--- src/logic/dcs_consts.vh ---
`ifndef DCS_CONSTS_VH
`define DCS_CONSTS_VH

// clock rate and burst timing
`define DCS_CLK_MHZ        100
`define DCS_BURST_MS       51
// 51 ms at 100 MHz, sized to the 24-bit burst length parameter
`define DCS_BURST_CYC      24'h4D_D1E0
`define DCS_CNT_W          25

// register select line values
`define DCS_RS_DATA        1'b0
`define DCS_RS_CTRL        1'b1

// control first field positions
`define DCS_A_TONE_ON      0
`define DCS_A_CP_SEL       1
`define DCS_A_IRQ_EN       2
`define DCS_A_SEL_SECOND   3

// control second field positions
`define DCS_B_BURST_OFF    0
`define DCS_B_RX_PD        1
`define DCS_B_SINGLE       2
`define DCS_B_COLUMN       3

// status field positions
`define DCS_S_IRQ          0
`define DCS_S_TX_EMPTY     1
`define DCS_S_RX_FULL      2
`define DCS_S_STEER        3

// reset values
`define DCS_CTRL_RST       4'h0
`define DCS_STAT_RST       4'h0
`define DCS_DATA_RST       4'h0
`define DCS_PIN_IDLE       9'h1_0F

// burst timer states
`define DCS_ST_IDLE        2'h0
`define DCS_ST_BURST       2'h1
`define DCS_ST_PAUSE       2'h2

`endif

--- src/logic/dcs_burst_timer.v ---
`timescale 1ns/1ps
`include "dcs_consts.vh"

module dcs_burst_timer #(
    parameter [`DCS_CNT_W-2:0] BURST_CYCLES = `DCS_BURST_CYC
) (
    input  wire clk,
    input  wire rst,
    input  wire ce,
    input  wire start,
    input  wire double_len,
    input  wire abort,
    output wire tone_on,
    output wire busy,
    output reg  done
);

    // ----------------------------------------------------------------
    // burst then pause of equal length
    // ----------------------------------------------------------------
    localparam [1:0] ST_IDLE  = `DCS_ST_IDLE;
    localparam [1:0] ST_BURST = `DCS_ST_BURST;
    localparam [1:0] ST_PAUSE = `DCS_ST_PAUSE;

    reg  [1:0]            state_q;
    reg  [`DCS_CNT_W-1:0] cnt_q;
    wire [`DCS_CNT_W-1:0] len;

    // length latched per phase, so a mode change mid-burst is seen late
    assign len = double_len ? {BURST_CYCLES, 1'b0} - 1'b1    // RL9
                            : {1'b0, BURST_CYCLES} - 1'b1;   // RL7
    assign tone_on = (state_q == ST_BURST);
    assign busy    = (state_q != ST_IDLE);

    always @(posedge clk or posedge rst) begin
        if (rst) begin
            state_q <= ST_IDLE;
            cnt_q   <= {`DCS_CNT_W{1'b0}};
            done    <= 1'b0;
        end else if (ce) begin
            done <= 1'b0;
            if (abort) begin
                state_q <= ST_IDLE;
                cnt_q   <= {`DCS_CNT_W{1'b0}};
            end else begin
                case (state_q)
                    ST_IDLE: begin
                        if (start) begin
                            state_q <= ST_BURST;
                            cnt_q   <= len;
                        end
                    end
                    ST_BURST: begin
                        if (cnt_q == {`DCS_CNT_W{1'b0}}) begin
                            state_q <= ST_PAUSE;
                            cnt_q   <= len;
                        end else begin
                            cnt_q <= cnt_q - 1'b1;
                        end
                    end
                    ST_PAUSE: begin
                        if (cnt_q == {`DCS_CNT_W{1'b0}}) begin
                            state_q <= ST_IDLE;
                            done    <= 1'b1;
                        end else begin
                            cnt_q <= cnt_q - 1'b1;
                        end
                    end
                    default: begin
                        state_q <= ST_IDLE;
                    end
                endcase
            end
        end
    end

endmodule

--- src/logic/dcs_regs.v ---
// Behaviour
// (RL1) tone output bit high drives tones; low powers down, floats pin, clears data
// (RL2) control first bit 1 selects call progress receive, else DTMF mode
// (RL3) call progress mode with interrupt enable puts received tone on pin
// (RL4) call progress mode detects no DTMF and reports no digit
// (RL5) DTMF mode interrupt on valid digit, and transmitter ready in burst
// (RL6) select bit routes next control write to second; then back to first
// (RL7) burst mode: each digit write gives burst and equal pause, 51 ms; a write during burst or pause starts none
// (RL8) end of burst pause sets transmit empty and may interrupt
// (RL9) call progress mode doubles burst and pause to 102 ms
// (RL10) burst off: tone output bit alone times each tone
// (RL11) receiver bit 0 enables both receivers; 1 powers them down
// (RL12) single tone when second bit 2 is 1, dual tone otherwise
// (RL13) single tone: column when second bit 3 is 1, row otherwise
// (RL14) transmitter and receivers both down stops oscillator and reference
// (RL15) status bit 0 follows bits 1 or 2; cleared by status read
// (RL16) transmit empty set at pause end; read clears; held clear burst off
// (RL17) receive full set on digit load; cleared by status read
// (RL18) delayed steering set on signal absence; cleared on valid signal
// (RL19) both control registers share one address, first by default
// (RL20) host makes one access per chip select falling edge
// (RL21) interrupt pin released after status read unless another is pending
`timescale 1ns/1ps
`include "dcs_consts.vh"

module dcs_regs #(
    parameter [`DCS_CNT_W-2:0] BURST_CYCLES = `DCS_BURST_CYC
) (
    input  wire       CLK_SYS,
    input  wire       RST,
    input  wire       CE,
    input  wire       CS_N,
    input  wire       RD_N,
    input  wire       WR_N,
    input  wire       REGISTER_SELECT_LINE,
    input  wire [3:0] D_IN,
    output reg  [3:0] D_OUT,
    output wire       D_OE,
    input  wire       RX_DIGIT_VALID,
    input  wire [3:0] RX_DIGIT,
    input  wire       RX_SIGNAL_LOST,
    input  wire       CP_TONE_IN,
    output wire       EVENT_OR_TONE_PIN_O,
    output wire       EVENT_OR_TONE_PIN_OE,
    output wire       TONE_OUTPUT_ON,
    output wire       TONE_PIN_OE,
    output wire       TONE_GEN_ACTIVE,
    output wire [3:0] TX_CODE,
    output wire       SINGLE_TONE,
    output wire       COLUMN_SELECT,
    output wire       CALL_PROGRESS_SELECT,
    output wire       RECEIVER_POWER_DOWN,
    output wire       OSC_STOP
);

    // ----------------------------------------------------------------
    // pin synchronisers
    // ----------------------------------------------------------------
    // every pin passes its own two flops; each stage resets to the idle
    // level of its pin, so leaving reset makes no false strobe
    localparam [8:0] pin_idle = `DCS_PIN_IDLE;

    wire [8:0] pins;
    wire [8:0] pins_s;
    genvar     gi;

    assign pins = {CP_TONE_IN, D_IN, REGISTER_SELECT_LINE, WR_N, RD_N, CS_N};

    generate
        for (gi = 0; gi < 9; gi = gi + 1) begin : g_sync
            reg sync1_q;
            reg sync2_q;

            always @(posedge CLK_SYS or posedge RST) begin
                if (RST) begin
                    sync1_q <= pin_idle[gi];
                    sync2_q <= pin_idle[gi];
                end else if (CE) begin
                    sync1_q <= pins[gi];
                    sync2_q <= sync1_q;
                end
            end

            assign pins_s[gi] = sync2_q;
        end
    endgenerate

    wire       cs_s  = ~pins_s[0];
    wire       rd_s  = ~pins_s[1];
    wire       wr_s  = ~pins_s[2];
    wire       rs_s  = pins_s[3];
    wire [3:0] d_s   = pins_s[7:4];
    wire       cp_s  = pins_s[8];

    // ----------------------------------------------------------------
    // host strobes
    // ----------------------------------------------------------------
    // the access is acted on at the end of the strobe, so data has
    // settled through the synchroniser like the strobe itself
    reg        wr_act_q;
    reg        rd_act_q;
    reg        rs_lat_q;
    reg  [3:0] d_lat_q;
    wire       wr_act = cs_s & wr_s;
    wire       rd_act = cs_s & rd_s;
    wire       wr_end = wr_act_q & ~wr_act;
    wire       rd_end = rd_act_q & ~rd_act;

    always @(posedge CLK_SYS or posedge RST) begin
        if (RST) begin
            wr_act_q <= 1'b0;
            rd_act_q <= 1'b0;
            rs_lat_q <= 1'b0;
            d_lat_q  <= `DCS_DATA_RST;
        end else if (CE) begin
            wr_act_q <= wr_act;
            rd_act_q <= rd_act;
            if (wr_act) begin
                rs_lat_q <= rs_s;
                d_lat_q  <= d_s;
            end else if (rd_act) begin
                rs_lat_q <= rs_s;
            end
        end
    end

    // control and status share the select line high, data sits low
    function is_ctrl;
        input rs;
        begin
            is_ctrl = (rs == `DCS_RS_CTRL);
        end
    endfunction

    wire wr_ctrl = wr_end & is_ctrl(rs_lat_q);
    wire wr_data = wr_end & ~is_ctrl(rs_lat_q);
    wire rd_stat = rd_end & is_ctrl(rs_lat_q);

    // ----------------------------------------------------------------
    // control registers
    // ----------------------------------------------------------------
    reg  [3:0] ctrl_a_q;
    reg  [3:0] ctrl_b_q;
    reg        to_second_q;

    always @(posedge CLK_SYS or posedge RST) begin
        if (RST) begin
            ctrl_a_q    <= `DCS_CTRL_RST;
            ctrl_b_q    <= `DCS_CTRL_RST;
            to_second_q <= 1'b0;
        end else if (CE && wr_ctrl) begin
            if (to_second_q) begin
                ctrl_b_q    <= d_lat_q;
                to_second_q <= 1'b0;                              // RL6
            end else begin
                ctrl_a_q    <= d_lat_q;                           // RL19
                to_second_q <= d_lat_q[`DCS_A_SEL_SECOND];        // RL6
            end
        end
    end

    wire tone_en   = ctrl_a_q[`DCS_A_TONE_ON];
    wire cp_mode   = ctrl_a_q[`DCS_A_CP_SEL];
    wire irq_en    = ctrl_a_q[`DCS_A_IRQ_EN];
    wire burst_on  = ~ctrl_b_q[`DCS_B_BURST_OFF];
    wire rx_pd     = ctrl_b_q[`DCS_B_RX_PD];

    // oscillator stop only asks the clock source to halt; holding CE
    // low meanwhile is what keeps this block's state
    assign CALL_PROGRESS_SELECT = cp_mode;                        // RL2
    assign RECEIVER_POWER_DOWN  = rx_pd;                          // RL11
    assign SINGLE_TONE          = ctrl_b_q[`DCS_B_SINGLE];        // RL12
    assign COLUMN_SELECT        = ctrl_b_q[`DCS_B_COLUMN];        // RL13
    assign OSC_STOP             = ~tone_en & rx_pd;               // RL14

    // ----------------------------------------------------------------
    // transmit data and burst timing
    // ----------------------------------------------------------------
    reg  [3:0] tx_q;
    wire       burst_tone;
    wire       burst_busy;
    wire       burst_done;
    // a control write that clears the tone bit empties the transmit
    // register on the same edge, so the code never outlives the bit
    wire       tone_off_wr = wr_ctrl & ~to_second_q &
                             ~d_lat_q[`DCS_A_TONE_ON];

    always @(posedge CLK_SYS or posedge RST) begin
        if (RST) begin
            tx_q <= `DCS_DATA_RST;
        end else if (CE) begin
            if (!tone_en || tone_off_wr) begin
                tx_q <= `DCS_DATA_RST;                            // RL1
            end else if (wr_data) begin
                tx_q <= d_lat_q;
            end
        end
    end

    // ----------------------------------------------------------------
    // burst timing
    // ----------------------------------------------------------------
    // a digit written while a burst is still running is stored but
    // starts no second burst; software waits for transmit empty
    dcs_burst_timer #(
        .BURST_CYCLES (BURST_CYCLES)
    ) u_timer (
        .clk        (CLK_SYS),
        .rst        (RST),
        .ce         (CE),
        .start      (wr_data & tone_en & burst_on & ~burst_busy), // RL7
        .double_len (cp_mode),                                    // RL9
        .abort      (~tone_en | ~burst_on),
        .tone_on    (burst_tone),
        .busy       (burst_busy),
        .done       (burst_done)
    );

    assign TX_CODE         = tx_q;
    assign TONE_OUTPUT_ON  = tone_en;                             // RL1
    assign TONE_PIN_OE     = tone_en;                             // RL1
    assign TONE_GEN_ACTIVE = tone_en & (~burst_on | burst_tone);  // RL10

    // ----------------------------------------------------------------
    // receive data
    // ----------------------------------------------------------------
    reg  [3:0] rx_q;
    wire       rx_take = RX_DIGIT_VALID & ~cp_mode & ~rx_pd;      // RL4

    always @(posedge CLK_SYS or posedge RST) begin
        if (RST) begin
            rx_q <= `DCS_DATA_RST;
        end else if (CE && rx_take) begin
            rx_q <= RX_DIGIT;
        end
    end

    // ----------------------------------------------------------------
    // status register
    // ----------------------------------------------------------------
    // a set landing in the same cycle as the read clear wins, so an
    // event at the end of a status read is kept for the next read
    function next_flag;
        input cur;
        input set;
        input clr;
        begin
            if (set) begin
                next_flag = 1'b1;
            end else if (clr) begin
                next_flag = 1'b0;
            end else begin
                next_flag = cur;
            end
        end
    endfunction

    reg  [3:0] stat_q;
    wire [3:0] stat_d;
    wire       tx_set    = burst_done & burst_on;                 // RL8
    wire       rx_set    = rx_take;
    wire       steer_set = RX_SIGNAL_LOST & ~cp_mode & ~rx_pd;

    assign stat_d[`DCS_S_IRQ]      = next_flag(stat_q[`DCS_S_IRQ],
                                               tx_set | rx_set,
                                               rd_stat);          // RL15
    assign stat_d[`DCS_S_TX_EMPTY] = burst_on &                   // RL16
                                     next_flag(stat_q[`DCS_S_TX_EMPTY],
                                               tx_set, rd_stat);
    assign stat_d[`DCS_S_RX_FULL]  = next_flag(stat_q[`DCS_S_RX_FULL],
                                               rx_set, rd_stat);  // RL17
    assign stat_d[`DCS_S_STEER]    = next_flag(stat_q[`DCS_S_STEER],
                                               steer_set,
                                               rx_take);          // RL18

    always @(posedge CLK_SYS or posedge RST) begin
        if (RST) begin
            stat_q <= `DCS_STAT_RST;
        end else if (CE) begin
            stat_q <= stat_d;
        end
    end

    // ----------------------------------------------------------------
    // read data
    // ----------------------------------------------------------------
    // reloaded every cycle of the strobe, so it stands until release
    wire [3:0] rd_data = is_ctrl(rs_s) ? stat_q : rx_q;

    always @(posedge CLK_SYS or posedge RST) begin
        if (RST) begin
            D_OUT <= `DCS_DATA_RST;
        end else if (CE && rd_act) begin
            D_OUT <= rd_data;
        end
    end

    assign D_OE = rd_act_q & rd_act;

    // ----------------------------------------------------------------
    // open-drain interrupt / tone pin
    // ----------------------------------------------------------------
    wire irq_low = irq_en & ~cp_mode & stat_q[`DCS_S_IRQ];        // RL5 RL21
    wire cp_low  = irq_en & cp_mode & ~rx_pd & ~cp_s;             // RL3

    assign EVENT_OR_TONE_PIN_O  = 1'b0;
    assign EVENT_OR_TONE_PIN_OE = irq_low | cp_low;

endmodule

--- config.mk ---
export PLATFORM = sky130hd
export DESIGN_NAME = dcs_regs
export DESIGN_NICKNAME = d
export VERILOG_FILES = /design/src/logic/dcs_burst_timer.v /design/src/logic/dcs_regs.v
export VERILOG_INCLUDE_DIRS = /design/src /design/src/logic
export SDC_FILE = /design/constraint.sdc
export NUM_CORES = 1
export LEC_CHECK = 0
export ABC_CLOCK_PERIOD_IN_PS = 3050
export BUFFER_PORTS_ARGS = -buffer_cell sky130_fd_sc_hd__buf_2
export CAP_MARGIN = 0
export CORE_MARGIN = 2
export CORE_UTILIZATION = 45
export DETAILED_ROUTE_END_ITERATION = 7
export GPL_TIMING_DRIVEN = 0
export PLACE_DENSITY = 0.65
export REMOVE_ABC_BUFFERS = 1
export SLEW_MARGIN = 20
export SYNTH_ARGS = -nofsm -noshare
export SYNTH_HDL_FRONTEND = slang
export SYNTH_SLANG_ARGS = --single-unit
--- constraint.sdc ---
create_clock -name CLK_SYS -period 3.05 [get_ports CLK_SYS]
set_input_delay 0.305 -clock CLK_SYS [delete_from_list [all_inputs] [get_ports CLK_SYS]]
set_output_delay 0.305 -clock CLK_SYS [all_outputs]
set_load 0.02 [all_outputs]
==> impl_metrics.toml <==
[grt]
grt_pass1_vias = 3044
antenna_found_initial = 0
met2_usage = 0.309
grt_use_met3 = 0.0472
grtUsageTotal = 0.196
grt_max_degree = 56
overflow = 0
grt_pass1_wl_um = 15300
met1_usage = 0.269
top_usage_layer = "met2"

[floorplan]
design.die.area_mm2 = 0.00967
io_pins = 37
start_util = 0.461
fp.coreArea_mm2 = 0.00868
fp.dieW_um = 98.3
die_y_um = 98.3
core.rowCount = 34

[layout]
final_common_cell = "dfrtp_1"
ff_latch_area_mm2 = 0.00194
fin_util = 0.524
syn_to_final_growth_pct = 13.6
fillers = 810
nNetsFinal = 456
n_antenna_cell = 0
multi_input_area_mm2 = 0.00198
final_cell_mix = "dfrtp_1, nand2_1, buf_2"
drive_above_1_share = 0.247

[clock_network]
cts_inserted_buffers = 9
cts_buffer_depth = 2
clock_latency_ps = 360
path_clk_slew_ps = 90
postCtsSetupRepairBufs = 0
clockRootBuffer = "clkbuf_8"
clock_sinks = 77
cts_max_level = 3
cts_tree = "done"

[sta]
rsz0062_at_grt = "no"
final_hold_viol_count = 0
fin_worst_skew_ps = 13.8
period_needed_ps = 2810
fmax_mhz = 356
slew_headroom = 0.318
fin_setup_tns_ps = 0
worst_slew_pin_slew_ps = 1010
setup_viol = 0
layout_setup_ws_ps = 245
fin_crit_sh = 0.920
slew_viol_final = 0

[detailed_routing]
drc = 0
dr.pass1.iters = 4
routedWlPerCell_um = 16.3
wirelength_um = 8880
vias_per_cell = 5.75
vias = 3138
drtAntennaViolNets = 0
drt_iter0_drc = 237

[worst_setup_path]
worstSetupPathType = "reg -> reg"
crit_path_end_kind = "flip-flop"
crit_arrival_ps = 3040
cp_max_fo = 9
critPathLaunchType = "flip-flop"
r2r_start = "u_timer.cnt_q[0]"
crit_start = "u_timer.cnt_q[0]"
required_ps = 3290

[hold_path]
hold_class = "in -> reg"
hold_path_startpoint = "RX_DIGIT[2]"

[synthesis]
syn_area_per_cell_um2 = 10.1
seq_area_frac_synth = 0.484
synth_seq_cells = 77
syn_inst = 397
synth_edf_count = 0
synthDistinctLibCells = 64
yosys_warnings = 0
async_flop_share = 1.00
yosys_most_used_dff = "dfrtp_1"
synth.cell_area_mm2 = 0.00400

[outcome]
outcome = "completed"

[placement]
dp_slack_ps = 185
numPortBuffers = 35
hpwl_um = 6300
routabilityCongestion = 0.889

[flow_run]
drv_cap = 0

[power]
vdd_ir_drop_max_mv = 0.514
clockPowerShare = 0.210
p_sw_uw = 1710
total_leakage_power_uw = 0.00202
p_sw_frac = 0.413
cellPowerDensity_mw_per_mm2 = 913
p_seq_frac = 0.395
share_comb_of_total_power = 0.395
cell_internal_pwr_uw = 2440
-- critical path, cell delays in order (launching register included) --
cell	delay (ps)
dfrtp_1	430
inv_1	100
ha_1	260
nor4b_4	420
and4_1	380
nand3_1	210
a32oi_4	450
nor2_1	190
a22o_1	240
-- logic make-up (layout without fill, tap and decap cells) --
logic type,Yosys count,count (layout),synth area share
xor+xnor,1,1,0.00219
buf+inv,24,65,0.0262
compound gates,101,101,0.166
simple gates,155,155,0.213
other cells,1,1,0.000937
flops,77,77,0.484
fa+ha+maj,5,5,0.0156
mux,33,33,0.0916
-- cells in the mapped netlist (6+ instances only) --
cell type | instances | area share
a21o_1 | 6 | 0.011
a21oi_1 | 19 | 0.024
a22o_1 | 10 | 0.022
dfrtp_1 | 67 | 0.42
dfstp_2 | 10 | 0.066
inv_1 | 10 | 0.0094
mux2_2 | 29 | 0.082
nand2_1 | 57 | 0.053
nand3_1 | 9 | 0.011
nor2_1 | 27 | 0.025
nor3_1 | 15 | 0.019
o21ai_0 | 14 | 0.018
o21ai_1 | 19 | 0.024
-- power groups by stage --
stage          logic [uW]  clock network [uW]  registers, uW
6_report             1640                 872           1640
5_1_grt              1820                 937           1680
4_1_cts              1630                 894           1630
3_5_place_dp         1620                   0           1650
3_3_place_gp         1560                   0           1630
2_1_floorplan        1150                   0           1640
-- final cells by class --
type / instances / share of cell area
clock inverter: 6 / 0.0206
timing repair buffer: 38 / 0.0493
multi-input combinational: 296 / 0.436
clock buffer: 10 / 0.0281
sequential: 77 / 0.427
inverter: 11 / 0.00963
tap: 108 / 0.0297
-- path summary, 6_finish.rpt --
path	to	slack (ps)	depth (start not counted)
min reg2reg	wr_act_q	480	1
max in group asynchronous	g_sync[1].sync1_q	1970	4
max	u_timer.cnt_q[7]	240	8
min in group asynchronous	u_timer.cnt_q[18]	470	3
min	rx_q[2]	130	3
max reg2reg	u_timer.cnt_q[7]	240	8
-- registers in the layout (all words and copies together), names as in the netlist --
name and flops:
u_timer.state_q 2, u_timer.done 1, rx_q 4, to_second_q 1
D_OUT 4, stat_q 4, d_lat_q 4, u_timer.cnt_q 25
rs_lat_q 1, cp_s 1, TX_CODE 4, rd_act_q 1
ctrl_a_q 3, ctrl_b_q 4, g_sync.sync1_q 9, g_sync.sync2_q 8
wr_act_q 1
-- per-stage QoR --
step | std cells | hold slack, ps | power [uW] | cell area [um^2]
after CTS | 546 | 122 | 4150 | 4530
after detailed placement | 529 | 303 | 3270 | 4300
after floorplan | 384 | 410 | 2790 | 3940
final | 546 | 134 | 4150 | 4550
after global routing | 546 | 132 | 4440 | 4550
after global placement | 527 | 458 | 3200 | 4250
-- repair_timing --
item	4_1_cts	5_1_grt
setup endpoints to repair	0	6
hold buffers	1	0
hold endpoints to repair	22	0
gates resized for setup	0	1
-- routing by layer --
metal	routed length (um)	vias up
met5	0	-
met3	339	9
met4	108	0
li1	-	1512
met1	4130	1553
met2	4300	64
No activity file was read; power rests on OpenSTA's default activity.
